**src/pkg/mbi_pkg.sv**
```systemverilog
// Constants for the mailbox interrupt generator: control register field
// positions, masks and widths shared by the top module and the byte matcher.
// Assumes both sides' control registers are 32 bits wide.
package mbi_pkg;

    // ========================================================================
    // Widths
    // ========================================================================
    localparam int REG_W = 32;
    localparam int SEL_W = 2;   // Mailbox and byte selectors
    localparam int BE_W = 4;    // Byte lanes per mailbox

    // ========================================================================
    // Low field group, bits 4:0 (PCI outgoing, Add-On incoming)
    // ========================================================================
    localparam int LO_EN_BIT = 4;
    localparam int LO_MB_LSB = 2;
    localparam int LO_BY_LSB = 0;

    // ========================================================================
    // High field group, bits 12:8 (PCI incoming, Add-On outgoing)
    // ========================================================================
    localparam int HI_EN_BIT = 12;
    localparam int HI_MB_LSB = 10;
    localparam int HI_BY_LSB = 8;

    // ========================================================================
    // Pending indicators, write one to clear
    // ========================================================================
    localparam int OUT_PEND_BIT = 16;
    localparam int IN_PEND_BIT = 17;

    // Writable configuration bits; all others are kept at zero
    localparam logic [31:0] CFG_MASK = 32'h0000_1f1f;
    localparam logic [31:0] REG_RESET = 32'h0000_0000;

endpackage : mbi_pkg

```
**src/pkg/mbi_acc_if.sv**
```systemverilog
// Carrier for one mailbox access event: strobe, mailbox index and byte lanes.
// Assumes the driver and the receiver share one clock.
`timescale 1ns/100ps
interface mbi_acc_if;
    logic stb;
    logic [mbi_pkg::SEL_W-1:0] idx;
    logic [mbi_pkg::BE_W-1:0] be;

    modport src (output stb, output idx, output be);
    modport dst (input stb, input idx, input be);
endinterface : mbi_acc_if

```
**src/rtl/mbi_top.sv**
```systemverilog
// Mailbox interrupt generator for the PCI side and the Add-On side.
// Assumes mailbox access strobes and register writes come from logic on clk.
//
// Contract
// - Mailbox interrupts toward both PCI and Add-On
// - Four conditions, each with own enable
// - One selectable byte per direction triggers
// - PCI outgoing: Add-On read raises INTA
// - PCI incoming: Add-On write raises INTA
// - Add-On outgoing: PCI read raises IRQ
// - Add-On incoming: PCI write raises IRQ
// - Both directions programmable in one write
// - Pending flags at bits 16 and 17
// - Write one clears; line drops when none
`timescale 1ns/100ps
module mbi_top (
    input wire logic clk,
    input wire logic resetn,
    input wire logic pci_ctl_wr,
    input wire logic [31:0] pci_ctl_wdata,
    output logic [31:0] pci_ctl_rdata,
    input wire logic addon_ctl_wr,
    input wire logic [31:0] addon_ctl_wdata,
    output logic [31:0] addon_ctl_rdata,
    input wire logic pci_mb_wr,
    input wire logic pci_mb_rd,
    input wire logic [1:0] pci_mb_idx,
    input wire logic [3:0] pci_mb_be,
    input wire logic addon_mb_wr,
    input wire logic addon_mb_rd,
    input wire logic [1:0] addon_mb_idx,
    input wire logic [3:0] addon_mb_be,
    output logic inta_n,
    output logic addon_irq_n
);

    // ========================================================================
    // Elaboration checks
    // ========================================================================
    // The register image must hold both pending flags above the config fields
    if (mbi_pkg::REG_W != $bits(pci_ctl_rdata)
        || mbi_pkg::IN_PEND_BIT >= mbi_pkg::REG_W) begin : g_bad_width
        $error("register layout does not fit the control image");
    end
    // A byte selector must address exactly the lanes of one mailbox
    if ((1 << mbi_pkg::SEL_W) != mbi_pkg::BE_W
        || $bits(pci_mb_be) != mbi_pkg::BE_W) begin : g_bad_lanes
        $error("byte selector does not match the lane count");
    end
    // Pending flags are status only and must never be stored as configuration
    if (mbi_pkg::CFG_MASK[mbi_pkg::OUT_PEND_BIT]
        || mbi_pkg::CFG_MASK[mbi_pkg::IN_PEND_BIT]) begin : g_bad_mask
        $error("configuration mask overlaps the pending flags");
    end

    // ========================================================================
    // State
    // ========================================================================
    typedef struct packed {
        logic [31:0] pci_cfg;
        logic [31:0] addon_cfg;
        logic pci_out_pend;
        logic pci_in_pend;
        logic addon_out_pend;
        logic addon_in_pend;
        logic [31:0] pci_rdata;
        logic [31:0] addon_rdata;
        logic inta_n;
        logic irq_n;
    } mbi_state_t;

    mbi_state_t st;
    mbi_state_t next_st;

    logic hit_pci_out;
    logic hit_pci_in;
    logic hit_addon_out;
    logic hit_addon_in;

    // ========================================================================
    // Access events
    // ========================================================================
    mbi_acc_if pci_wr_acc ();
    mbi_acc_if pci_rd_acc ();
    mbi_acc_if addon_wr_acc ();
    mbi_acc_if addon_rd_acc ();

    // PCI side accesses
    assign pci_wr_acc.stb = pci_mb_wr;
    assign pci_wr_acc.idx = pci_mb_idx;
    assign pci_wr_acc.be = pci_mb_be;
    assign pci_rd_acc.stb = pci_mb_rd;
    assign pci_rd_acc.idx = pci_mb_idx;
    assign pci_rd_acc.be = pci_mb_be;

    // Add-On side accesses
    assign addon_wr_acc.stb = addon_mb_wr;
    assign addon_wr_acc.idx = addon_mb_idx;
    assign addon_wr_acc.be = addon_mb_be;
    assign addon_rd_acc.stb = addon_mb_rd;
    assign addon_rd_acc.idx = addon_mb_idx;
    assign addon_rd_acc.be = addon_mb_be;

    // ========================================================================
    // Byte matchers, one per condition
    // ========================================================================
    // PCI outgoing byte read by the Add-On side
    mbi_byte_match u_pci_out (
        .acc(addon_rd_acc),
        .en(st.pci_cfg[mbi_pkg::LO_EN_BIT]),
        .mb_sel(st.pci_cfg[mbi_pkg::LO_MB_LSB +: mbi_pkg::SEL_W]),
        .by_sel(st.pci_cfg[mbi_pkg::LO_BY_LSB +: mbi_pkg::SEL_W]),
        .hit(hit_pci_out)
    );

    // PCI incoming byte written by the Add-On side
    mbi_byte_match u_pci_in (
        .acc(addon_wr_acc),
        .en(st.pci_cfg[mbi_pkg::HI_EN_BIT]),
        .mb_sel(st.pci_cfg[mbi_pkg::HI_MB_LSB +: mbi_pkg::SEL_W]),
        .by_sel(st.pci_cfg[mbi_pkg::HI_BY_LSB +: mbi_pkg::SEL_W]),
        .hit(hit_pci_in)
    );

    // Add-On outgoing byte read by the PCI side
    mbi_byte_match u_addon_out (
        .acc(pci_rd_acc),
        .en(st.addon_cfg[mbi_pkg::HI_EN_BIT]),
        .mb_sel(st.addon_cfg[mbi_pkg::HI_MB_LSB +: mbi_pkg::SEL_W]),
        .by_sel(st.addon_cfg[mbi_pkg::HI_BY_LSB +: mbi_pkg::SEL_W]),
        .hit(hit_addon_out)
    );

    // Add-On incoming byte written by the PCI side
    mbi_byte_match u_addon_in (
        .acc(pci_wr_acc),
        .en(st.addon_cfg[mbi_pkg::LO_EN_BIT]),
        .mb_sel(st.addon_cfg[mbi_pkg::LO_MB_LSB +: mbi_pkg::SEL_W]),
        .by_sel(st.addon_cfg[mbi_pkg::LO_BY_LSB +: mbi_pkg::SEL_W]),
        .hit(hit_addon_in)
    );

    // ========================================================================
    // Next state
    // ========================================================================
    // Register writes, write-one clears, event sets (set beats clear)
    always_comb begin
        next_st = st;
        // PCI side register: both directions in one write
        if (pci_ctl_wr) begin
            next_st.pci_cfg = pci_ctl_wdata & mbi_pkg::CFG_MASK;
            if (pci_ctl_wdata[mbi_pkg::OUT_PEND_BIT]) begin
                next_st.pci_out_pend = 1'b0;
            end
            if (pci_ctl_wdata[mbi_pkg::IN_PEND_BIT]) begin
                next_st.pci_in_pend = 1'b0;
            end
        end
        // Add-On side register: both directions in one write
        if (addon_ctl_wr) begin
            next_st.addon_cfg = addon_ctl_wdata & mbi_pkg::CFG_MASK;
            if (addon_ctl_wdata[mbi_pkg::OUT_PEND_BIT]) begin
                next_st.addon_out_pend = 1'b0;
            end
            if (addon_ctl_wdata[mbi_pkg::IN_PEND_BIT]) begin
                next_st.addon_in_pend = 1'b0;
            end
        end
        // Events recorded after the clears so a same-cycle event survives
        if (hit_pci_out) begin
            next_st.pci_out_pend = 1'b1;
        end
        if (hit_pci_in) begin
            next_st.pci_in_pend = 1'b1;
        end
        if (hit_addon_out) begin
            next_st.addon_out_pend = 1'b1;
        end
        if (hit_addon_in) begin
            next_st.addon_in_pend = 1'b1;
        end
        // Lines held while any enabled request is pending
        next_st.inta_n = ~((next_st.pci_out_pend & next_st.pci_cfg[mbi_pkg::LO_EN_BIT])
            | (next_st.pci_in_pend & next_st.pci_cfg[mbi_pkg::HI_EN_BIT]));
        next_st.irq_n = ~((next_st.addon_out_pend & next_st.addon_cfg[mbi_pkg::HI_EN_BIT])
            | (next_st.addon_in_pend & next_st.addon_cfg[mbi_pkg::LO_EN_BIT]));
        // Read-back images: configuration plus pending indicators
        next_st.pci_rdata = next_st.pci_cfg;
        next_st.pci_rdata[mbi_pkg::OUT_PEND_BIT] = next_st.pci_out_pend;
        next_st.pci_rdata[mbi_pkg::IN_PEND_BIT] = next_st.pci_in_pend;
        next_st.addon_rdata = next_st.addon_cfg;
        next_st.addon_rdata[mbi_pkg::OUT_PEND_BIT] = next_st.addon_out_pend;
        next_st.addon_rdata[mbi_pkg::IN_PEND_BIT] = next_st.addon_in_pend;
    end

    // ========================================================================
    // State register
    // ========================================================================
    // Synchronous reset: everything disabled, lines released
    always_ff @(posedge clk) begin
        if (!resetn) begin
            st.pci_cfg <= mbi_pkg::REG_RESET;
            st.addon_cfg <= mbi_pkg::REG_RESET;
            st.pci_out_pend <= 1'b0;
            st.pci_in_pend <= 1'b0;
            st.addon_out_pend <= 1'b0;
            st.addon_in_pend <= 1'b0;
            st.pci_rdata <= mbi_pkg::REG_RESET;
            st.addon_rdata <= mbi_pkg::REG_RESET;
            st.inta_n <= 1'b1;
            st.irq_n <= 1'b1;
        end else begin
            st <= next_st;
        end
    end

    // ========================================================================
    // Outputs, straight from the state register
    // ========================================================================
    assign pci_ctl_rdata = st.pci_rdata;
    assign addon_ctl_rdata = st.addon_rdata;
    assign inta_n = st.inta_n;
    assign addon_irq_n = st.irq_n;

endmodule : mbi_top

```
**src/rtl/mbi_byte_match.sv**
```systemverilog
// Decides whether one mailbox access touches the selected mailbox byte.
// Assumes the access strobe lasts one cycle per access.
`timescale 1ns/100ps
module mbi_byte_match (
    mbi_acc_if.dst acc,
    input wire logic en,
    input wire logic [mbi_pkg::SEL_W-1:0] mb_sel,
    input wire logic [mbi_pkg::SEL_W-1:0] by_sel,
    output logic hit
);

    // ========================================================================
    // Match
    // ========================================================================
    // Selector codes 00..11 name mailbox 1..4 and byte lane 0..3
    always_comb begin
        hit = en && acc.stb && (acc.idx == mb_sel) && acc.be[by_sel];
    end

endmodule : mbi_byte_match

```
**config.mk**
```make
export PLATFORM = sky130hd
export DESIGN_NAME = mbi_top
export DESIGN_NICKNAME = d
export VERILOG_FILES = /design/src/pkg/mbi_pkg.sv /design/src/pkg/mbi_acc_if.sv /design/src/rtl/mbi_top.sv /design/src/rtl/mbi_byte_match.sv
export SDC_FILE = /design/constraint.sdc
export NUM_CORES = 1
export LEC_CHECK = 0
export BUFFER_PORTS_ARGS = -buffer_cell sky130_fd_sc_hd__buf_2
export CORE_ASPECT_RATIO = 1.2
export CORE_MARGIN = 2
export CORE_UTILIZATION = 32
export DETAILED_ROUTE_END_ITERATION = 10
export PLACE_DENSITY_LB_ADDON = 0.08
export SLEW_MARGIN = 10
export SYNTH_ARGS = -nofsm -noshare
export SYNTH_HDL_FRONTEND = slang
export SYNTH_HIERARCHICAL = 1
export SYNTH_SLANG_ARGS = --single-unit
```
**constraint.sdc**
```tcl
create_clock -name clk -period 1.4 [get_ports clk]
set_input_delay 0.28 -clock clk [delete_from_list [all_inputs] [get_ports clk]]
set_output_delay 0.28 -clock clk [all_outputs]
set_load 0.005 [all_outputs]
```
==> summary.txt, run 1 <==
Global routing
  – Initial antenna violation count: 0
  – GRT Total Usage: 11.92%
  – Vias in the first global route: 1057
  – Largest net degree at the start of global routing: 14
  – First-pass GRT wire length: 4823 um
  – GR Overflow Total: 0

Finish
  – Share of layout cells above drive strength 1: 43.50%
  – Commonest non-fill, non-tap cell in the layout: buf_2
  – Post-Route Utilization: 40.60%
  – Most frequent cells in the layout: 69 x buf_2, 40 x conb_1, 23 x dfxtp_1
  – Final net count: 309
  – N_diodes: 0
  – Area grow syn2layout: 23.86%

Synthesis
  – Post-Syn Area per Cell: 10.03 um^2
  – Compound-Gate Fraction of Synth Area: 2.698%
  – Synth Area in Adders: 0%
  – Mapped Cells: 148
  – Seq cells post-synth: 26
  – Post-synthesis simple-gate area fraction: 14.50%
  – Mux contribution to synthesized area: 19.73%
  – Cell variety after synth: 16
  – Post-Synth XOR/XNOR Area: 4.722%
  – Cell area after synthesis: 1484 um^2
  – Yosys warning count: 6
  – Seq/Total Area, Yosys: 35.08%
  – Largest family of logic cells by synthesized area: buffers and inverters

Die
  – Die area: 5200 um^2
  – Core area: 4527 um^2
  – # rows: 27
  – IO Count: 150
  – DIE WIDTH: 66.17 um
  – Die extent in y: 78.60 um
  – Starting density of the core: 32.78%

Pwr
  – Leakage: 1.005 nW
  – Power density cells: 828.0 nW/um^2
  – Worst VDD drop: 308.9 uV

Timing
  – Highest clock rate: 725.0 MHz
  – Final Skew: 3.908 ps
  – Pins Over Slew Limit: 0
  – Final Cycle Share: 98.53%
  – Setup TNS Final: 0 ps
  – Hold Violations, Final: 0
  – Final setup fails: 0
  – RSZ-0062 raised after global routing: yes
  – Tmin final: 1379 ps

Clocking
  – CTS root buf: clkbuf_8
  – CTS clock-pin slew for the worst setup and hold paths: 90 ps
  – Worst-Skew Late Latency: 260 ps
  – CTS max path bufs: 2
  – Clk sink count: 26
  – Post-CTS Hold Fix Bufs: 0
  – Cts bufs inserted: 3
  – CTS tree: built
  – CTS H-Tree Depth: 1

Critical path
  – Startpoint Class: flop
  – Required time worst endpoint: 1550 ps
  – Setup crit end kind: flop
  – CP Max Fanout: 2
  – Crit path arrival time: 1530 ps
  – Critical path class: reg -> reg

Min path
  – Worst min-delay path category: in -> reg

Job
  – Max_cap viols: 0

Detailed routing
  – Residual DRC: 0
  – 1st-pass router iterations: 2
  – Wire per inst: 11.26 um
  – Initial DRC count: 25
  – Via count: 1143
  – Post-route ant nets: 0
  – Drt total wl: 3163 um
  – Via density: 4.068

Placement
  – IO buf count: 69
  – Hpwl dp: 2650 um
  – GP Congestion: 0.6755

Run status
  – Status: finished clean
-- repair_timing --
item,4_1_cts,5_1_grt
buffers inserted,1,0
setup endpoints to repair,2,2
pin swaps,0,0
gates resized for setup,5,2
-- metrics by stage --
stage | setup slack, ps | hold WS, ps | power, mW | instances | area [um^2]
finish | 20.63 | 246.5 | 1.522 | 281 | 1838
global route | -33.23 | 244.4 | 1.624 | 281 | 1838
CTS | -0.1287 | 238.1 | 1.555 | 281 | 1836
detailed placement | -40.23 | 514.5 | 1.127 | 277 | 1770
global placement | -25.61 | 504.0 | 1.122 | 277 | 1770
floorplan | 47.80 | 391.8 | 1.071 | 187 | 1630
-- path summary, 6_finish.rpt --
path	slack (ps)	depth (start not counted)	to	start
min	250	3	st[78]	addon_ctl_wdata[8]
max	20	4	inta_n	st[102]
min reg2reg	520	2	pci_ctl_rdata[17]	pci_ctl_rdata[17]
max reg2reg	20	4	inta_n	st[102]
-- cell families (layout without fill, tap and decap cells) --
kind of cell	count (synthesis)	count (layout)
buffers and inverters	47	83
AND/OR/NAND/NOR	36	36
flip-flops	26	26
multiplexers	24	24
XOR/XNOR	8	8
AO/OA/AOI/OAI	6	6
other	1	40
-- where the power goes --
group          switching, mW  leakage, nW  total [mW]  internal, mW
registers             0.0292        0.215       0.805         0.776
logic                  0.150        0.769       0.308         0.158
clock network          0.216       0.0216       0.409         0.192
-- flip-flops by register name, summed over array words and instances, names as in the netlist --
| name | cells |
|---|---|
| st | 20 |
| inta_n | 1 |
| addon_irq_n | 1 |
| pci_ctl_rdata | 2 |
| addon_ctl_rdata | 2 |
-- critical path, cell delays in order, from the launching register on --
cell	delay [ps]
dfxtp_2	340
mux4_2	330
nor4b_4	220
a21oi_2	60
o32a_1	320
-- routing by layer --
layer / wire length [um] / track usage (%) / share of wire (%)
met1: 1248 / 15.14 / 39
met2: 1544 / 19.70 / 49
met3: 356 / 2.865 / 11
met4: 14 / 3.673 / 0.44
met5: 0 / 0 / 0
-- Yosys cell counts (all sizes together) --
master | instances | area (um^2)
clkbuf | 1 | 3.750
dfxtp | 26 | 520.5
mux4 | 4 | 90.09
o32a | 2 | 20.02
conb | 1 | 3.750
a21oi | 4 | 20.02
mux2 | 2 | 22.52
mux2i | 18 | 180.2
inv | 3 | 11.26
xor2 | 8 | 70.07
nor2 | 22 | 82.58
nand2 | 10 | 37.54
buf | 43 | 326.6
nor4b | 4 | 95.09
-- layout make-up --
class,instances,area [um^2]
fill,482,2689
multi-input combinational,114,783.3
sequential,26,524.3
timing repair buffer,77,405.4
tap,58,72.57
clock buffer,3,41.29
inverter,3,11.26
Power figures use the tool's default switching activity.
==> run 2, diff against run 1 <==
PLACE_DENSITY = 0.87   (was default)
PLACE_DENSITY_LB_ADDON = default   (was 0.08)
==> summary.txt, run 2 (synthesis gave the netlist of run 1 again) <==
Global routing
  – M2 GR Usage: 21.90% (+2.2 points)
  – First-pass GRT wire length: 4754 um (-1.4%)
  – GRT Total Usage: 11.83% (-0.087 points)
  – Met1 GRT Util: 12.82% (-2.3 points)
  – GR Overflow Total: 0 (unchanged)
  – Initial antenna violation count: 0 (unchanged)
  – Largest net degree at the start of global routing: 14 (unchanged)
  – Vias in the first global route: 1062 (+0.47%)
  – Met3 Use GR: 3.868% (+1.0 points)
  – Top Usage Layer GRT: met2

Timing
  – Highest clock rate: 739.4 MHz (+2.0%)
  – Hold Violations, Final: 0 (unchanged)
  – Final Cycle Share: 96.60% (-1.9 points)
  – Setup TNS Final: 0 ps (unchanged)
  – Hold_ws: 244.6 ps (-1.976 ps)
  – RSZ-0062 raised after global routing: yes
  – Final worst slack: 47.63 ps (+27.00 ps)
  – Final setup fails: 0 (unchanged)
  – Pins Over Slew Limit: 0 (unchanged)
  – Final Skew: 1.347 ps (-2.561 ps)
  – Tmin final: 1352 ps (-27.00 ps)

Critical path
  – Worst reg-to-reg path cell count: 4 (unchanged)
  – Worst r2r src: st[110]
  – Critical path class: reg -> reg
  – Crit path arrival time: 1560 ps (+30 ps)
  – Startpoint Class: flop
  – CP bufs+invs: 0 (unchanged)
  – Setup crit end kind: flop
  – CP max stage cell: mux4_2
  – CP Max Fanout: 3 (+1)
  – Required time worst endpoint: 1610 ps (+60 ps)
  – CP delay by family, top: multiplexers
  – Crit path from: st[110]
  – Critical-path cell list: mux4_2, nor4b_4, a21oi_2, o32a_1
  – Delay of the slowest critical-path stage: 520 ps (+180 ps)
  – WP depth: 4 (unchanged)

Clocking
  – Cts bufs inserted: 3 (unchanged)
  – Post-CTS Repair Setup Buffers: 0 (-1)
  – CTS root buf: clkbuf_8
  – CTS max path bufs: 2 (unchanged)
  – Clk sink count: 26 (unchanged)
  – CTS clock-pin slew for the worst setup and hold paths: 80 ps (about the same)
  – Worst-Skew Late Latency: 260 ps (about the same)
  – CTS H-Tree Depth: 1 (unchanged)
  – CTS tree: built

Finish
  – Post-Route Utilization: 40.80% (+0.19 points)
  – Area of the multi-input gates: 783.3 um^2 (unchanged)
  – Largest register FFs: 20 (unchanged)
  – Most frequent cells in the layout: 69 x buf_2, 40 x conb_1, 22 x nor2_1, 22 x dfxtp_1, 18 x mux2i_1
  – N_diodes: 0 (unchanged)
  – Final net count: 310 (+0.32%)
  – Commonest non-fill, non-tap cell in the layout: buf_2
  – Sequential Area: 525.5 um^2 (+0.24%)
  – Largest reg by FF count: st
  – Area grow syn2layout: 24.45%
  – Fillers: 464 (-3.7%)
  – Fin cells: 282 (+0.36%)
  – Share of layout cells above drive strength 1: 44.20% (+0.70 points)
  – Post-route design area: 1847 um^2 (+0.48%)

Pwr
  – Power density cells: 825.7 nW/um^2 (-0.27%)
  – Leakage: 1.009 nW (+0.44%)
  – Power, Total: 1.525 mW (+0.20%)
  – Worst VDD drop: 610.3 uV (+98%)

Die
  – Starting density of the core: 32.78% (unchanged)
  – Die area: 5200 um^2 (unchanged)
  – Die extent in y: 78.60 um (unchanged)
  – DIE WIDTH: 66.17 um (unchanged)
  – Core area: 4527 um^2 (unchanged)
  – IO Count: 150 (unchanged)
  – # rows: 27 (unchanged)

Detailed routing
  – Post-route ant nets: 0 (unchanged)
  – Via density: 4.121 (+1.3%)
  – Residual DRC: 0 (unchanged)
  – Wire per inst: 10.85 um (-3.6%)
  – Drt total wl: 3060 um (-3.3%)
  – Via count: 1162 (+1.7%)
  – Initial DRC count: 18 (-28%)
  – 1st-pass router iterations: 2 (unchanged)

Placement
  – Placed cell area: 1785 um^2 (+0.85%)
  – Hpwl dp: 2635 um (-0.56%)
  – GP Congestion: 0.7294 (+8.0%)
  – DP Cell Count: 279 (+0.72%)
  – DP Worst Slack: -59.31 ps (-19.08 ps)
  – IO buf count: 69 (unchanged)

Min path
  – Hold Startpoint: addon_ctl_wdata[11]
  – Hold depth: 3 (unchanged)
  – Worst min-delay path category: in -> reg

Job
  – Max_cap viols: 0 (unchanged)

Run status
  – Status: finished clean
[run 2: path summary, 6_finish.rpt]
path | slack (ps) | to
min reg2reg | 510 | addon_ctl_rdata[16]
max | 50 | inta_n
min | 240 | st[81]
max reg2reg | 50 | inta_n
[run 2: repair_timing]
action,in CTS,in global routing
cloned,0,0
endpoints found under the setup margin,3,3
hold buffers,0,0
pin swaps,1,2
gates resized for setup,6,2
[run 2: report_power, final]
group | switching [mW] | internal [mW]
combinational | 0.153 | 0.159
clock | 0.215 | 0.192
sequential | 0.0283 | 0.777
total | 0.397 | 1.13
[run 2: worst reg2reg max path, cell delays in order, from the launching register on]
cell,delay (ps)
dfxtp_2,350
mux4_2,520
nor4b_4,150
a21oi_2,140
o32a_1,150
[run 2: cell type report]
| type | instances | area share, % |
|---|---|---|
| tap | 58 | 3.930 |
| multi-input combinational | 114 | 42.41 |
| clock buffer | 3 | 2.236 |
| inverter | 3 | 0.6098 |
| sequential | 26 | 28.46 |
| timing repair buffer | 78 | 22.36 |
[run 2: layer usage]
layer	part of all wire (%)	wire, um
met5	0	0
met1	37	1142
met2	52	1595
met4	0.52	16
met3	10	306
==> run 3, diff against run 2 <==
ABC_AREA = 1   (was default)
CORE_UTILIZATION = 33   (was 32)
==> summary.txt, run 3 <==
Run status
  – Status: finished clean

Finish
  – Most frequent cells in the layout: 69 x buf_2, 64 x nand2_1, 44 x nor2_1
  – Largest register FFs: 20 (unchanged)
  – N_diodes: 0 (unchanged)
  – Area grow syn2layout: 17.98%
  – Largest reg by FF count: st
  – Commonest non-fill, non-tap cell in the layout: buf_2
  – Fillers: 492 (+6.0%)
  – Share of layout cells above drive strength 1: 29.21% (-15 points)
  – Final net count: 400 (+29%)

Detailed routing
  – Drt total wl: 3647 um (+19%)
  – Residual DRC: 0 (unchanged)
  – Post-route ant nets: 0 (unchanged)
  – Via density: 4.244 (+3.0%)
  – 1st-pass router iterations: 4 (+2)
  – Wire per inst: 9.777 um (-9.9%)
  – Initial DRC count: 35 (+17)
  – Via count: 1583 (+36%)

Placement
  – GP Congestion: 0.6804 (-6.7%)
  – IO buf count: 69 (unchanged)
  – DP Worst Slack: 246.9 ps (+306.3 ps)
  – Hpwl dp: 2925 um (+11%)

Critical path
  – Setup crit end kind: flop
  – Startpoint Class: flop
  – CP Max Fanout: 3 (unchanged)
  – Required time worst endpoint: 1550 ps (-60 ps)
  – Crit path arrival time: 1300 ps (-260 ps)
  – Critical path class: reg -> reg
  – Worst R2R Setup Slack: 260 ps (+210 ps)

Global routing
  – First-pass GRT wire length: 5554 um (+17%)
  – GRT Total Usage: 13.03% (+1.2 points)
  – Largest net degree at the start of global routing: 20 (+6)
  – Initial antenna violation count: 0 (unchanged)
  – GR Overflow Total: 0 (unchanged)
  – Vias in the first global route: 1326 (+25%)

Die
  – # rows: 27 (unchanged)
  – DIE WIDTH: 67.57 um (+2.1%)
  – Die area: 5425 um^2 (+4.3%)
  – IO Count: 150 (unchanged)
  – Die extent in y: 80.29 um (+2.2%)
  – Core area: 4628 um^2 (+2.2%)
  – Starting density of the core: 34.58% (+1.8 points)

Synthesis
  – Cell variety after synth: 14 (-2)
  – Seq cells post-synth: 26 (unchanged)
  – Post-Syn Area per Cell: 6.505 um^2 (-35%)
  – Synth top area cells: dfxtp_1 33%, buf_4 19%, nand2_1 15%
  – Seq/Total Area, Yosys: 32.53% (-2.6 points)
  – Mapped Cells: 246 (+66%)
  – Ys flop type: dfxtp_1
  – Cell area after synthesis: 1600 um^2 (+7.8%)
  – Cell with the most instances after synthesis: nand2_1
  – EDFF count, synth: 0 (unchanged)
  – Yosys warning count: 6 (unchanged)
  – Synth area leader: dfxtp_1
  – Synth cell count leaders: 64 x nand2_1, 44 x nor2_1, 40 x buf_4
  – Top-area cell type share of the netlist area: 32.53% (-2.6 points)
  – Async set-reset flop share out of synthesis: 0% (unchanged)

Clocking
  – CTS clock-pin slew for the worst setup and hold paths: 90 ps (about the same)
  – Post-CTS Repair Setup Buffers: 0 (unchanged)
  – CTS H-Tree Depth: 1 (unchanged)
  – CTS-repair resized insts: 0 (-6)
  – CTS max path bufs: 2 (unchanged)
  – CTS root buf: clkbuf_8
  – Worst-Skew Late Latency: 260 ps (about the same)
  – Clk sink count: 26 (unchanged)
  – Post-CTS Hold Fix Bufs: 0 (unchanged)
  – CTS tree: built
  – Cts bufs inserted: 3 (unchanged)

Pwr
  – Power density cells: 850.0 nW/um^2 (+2.9%)
  – Leakage: 1.074 nW (+6.5%)
  – Worst VDD drop: 354.6 uV (-42%)

Timing
  – Final Cycle Share: 81.72% (-15 points)
  – Final worst slack: 256.0 ps (+208.3 ps)
  – Setup TNS Final: 0 ps (unchanged)
  – Tmin final: 1144 ps (-208.3 ps)
  – RSZ-0062 raised after global routing: no
  – Final setup fails: 0 (unchanged)
  – Pins Over Slew Limit: 0 (unchanged)
  – Hold Violations, Final: 0 (unchanged)
  – Final Skew: 1.481 ps (+0.1332 ps)
  – Highest clock rate: 874.1 MHz (+18%)

Min path
  – Worst min-delay path category: in -> reg

Job
  – Max_cap viols: 0 (unchanged)
run 3: changes by cell type after synthesis, sizes merged, moves of 4 or more:
cell	before	now
nand2	10	72
nor2	22	52
mux2i	18	0
inv	3	19
o21ai	0	16
a21oi	4	12
xor2	8	0
mux4	4	0
nand3	0	4
nor4b	4	0
run 3: final timing paths:
path	from	endpoint	cells after the start
setup / recovery	st[72]	addon_irq_n	11
hold / removal	addon_ctl_wdata[2]	st[72]	3
setup reg to reg	st[72]	addon_irq_n	11
hold reg to reg	pci_ctl_rdata[16]	pci_ctl_rdata[16]	2
run 3: cells by family after synthesis:
logic type             Yosys count  synth area share (%)
DFF                             26                 32.53
other                            1                0.2343
and+or+nand+nor                128                 32.84
buffers and inverters           63                 25.64
AOI/OAI and AO/OA               28                 8.757
run 3: where the power goes:
part | internal, mW | switching, mW
logic | 0.129 | 0.182
registers | 0.779 | 0.0376
clock network | 0.251 | 0.226
total | 1.16 | 0.445
run 3: final cells by class:
type	instances	area (um^2)	share of cell area (%)
multi-input combinational	196	815.8	43.21
tap	58	72.57	3.844
sequential	26	520.5	27.57
inverter	19	71.32	3.777
timing repair buffer	70	352.8	18.69
clock buffer	4	55.05	2.916
run 3: critical path: stages (launching register included):
cell	delay [ps]
dfxtp_1	360
inv_1	70
nand2_1	60
nand2_1	60
nor2_2	80
nand2_1	60
nor2_2	100
inv_1	60
nand2_1	60
nand2_1	40
nand2_1	50
nand2_1	40
run 3: per-stage QoR:
step	hold WS, ps	total power [mW]	std cells	util, %	cell area [um^2]
3_3_place_gp	481.7	1.132	369	39.61	1833
5_1_grt	240.9	1.722	373	40.79	1888
6_report	231.1	1.605	373	40.79	1888
3_5_place_dp	481.9	1.143	369	39.61	1833
4_1_cts	220.1	1.638	373	40.79	1888
2_1_floorplan	414.9	1.089	285	-	1747
run 3: metal layers:
metal / global-route usage [%] / part of all wire [%] / vias up
li1: - / - / 806
met1: 14.35 / 39 / 693
met2: 25.00 / 51 / 82
met3: 1.821 / 9.2 / 2
met4: 3.673 / 0.33 / 0
met5: 0 / 0 / -
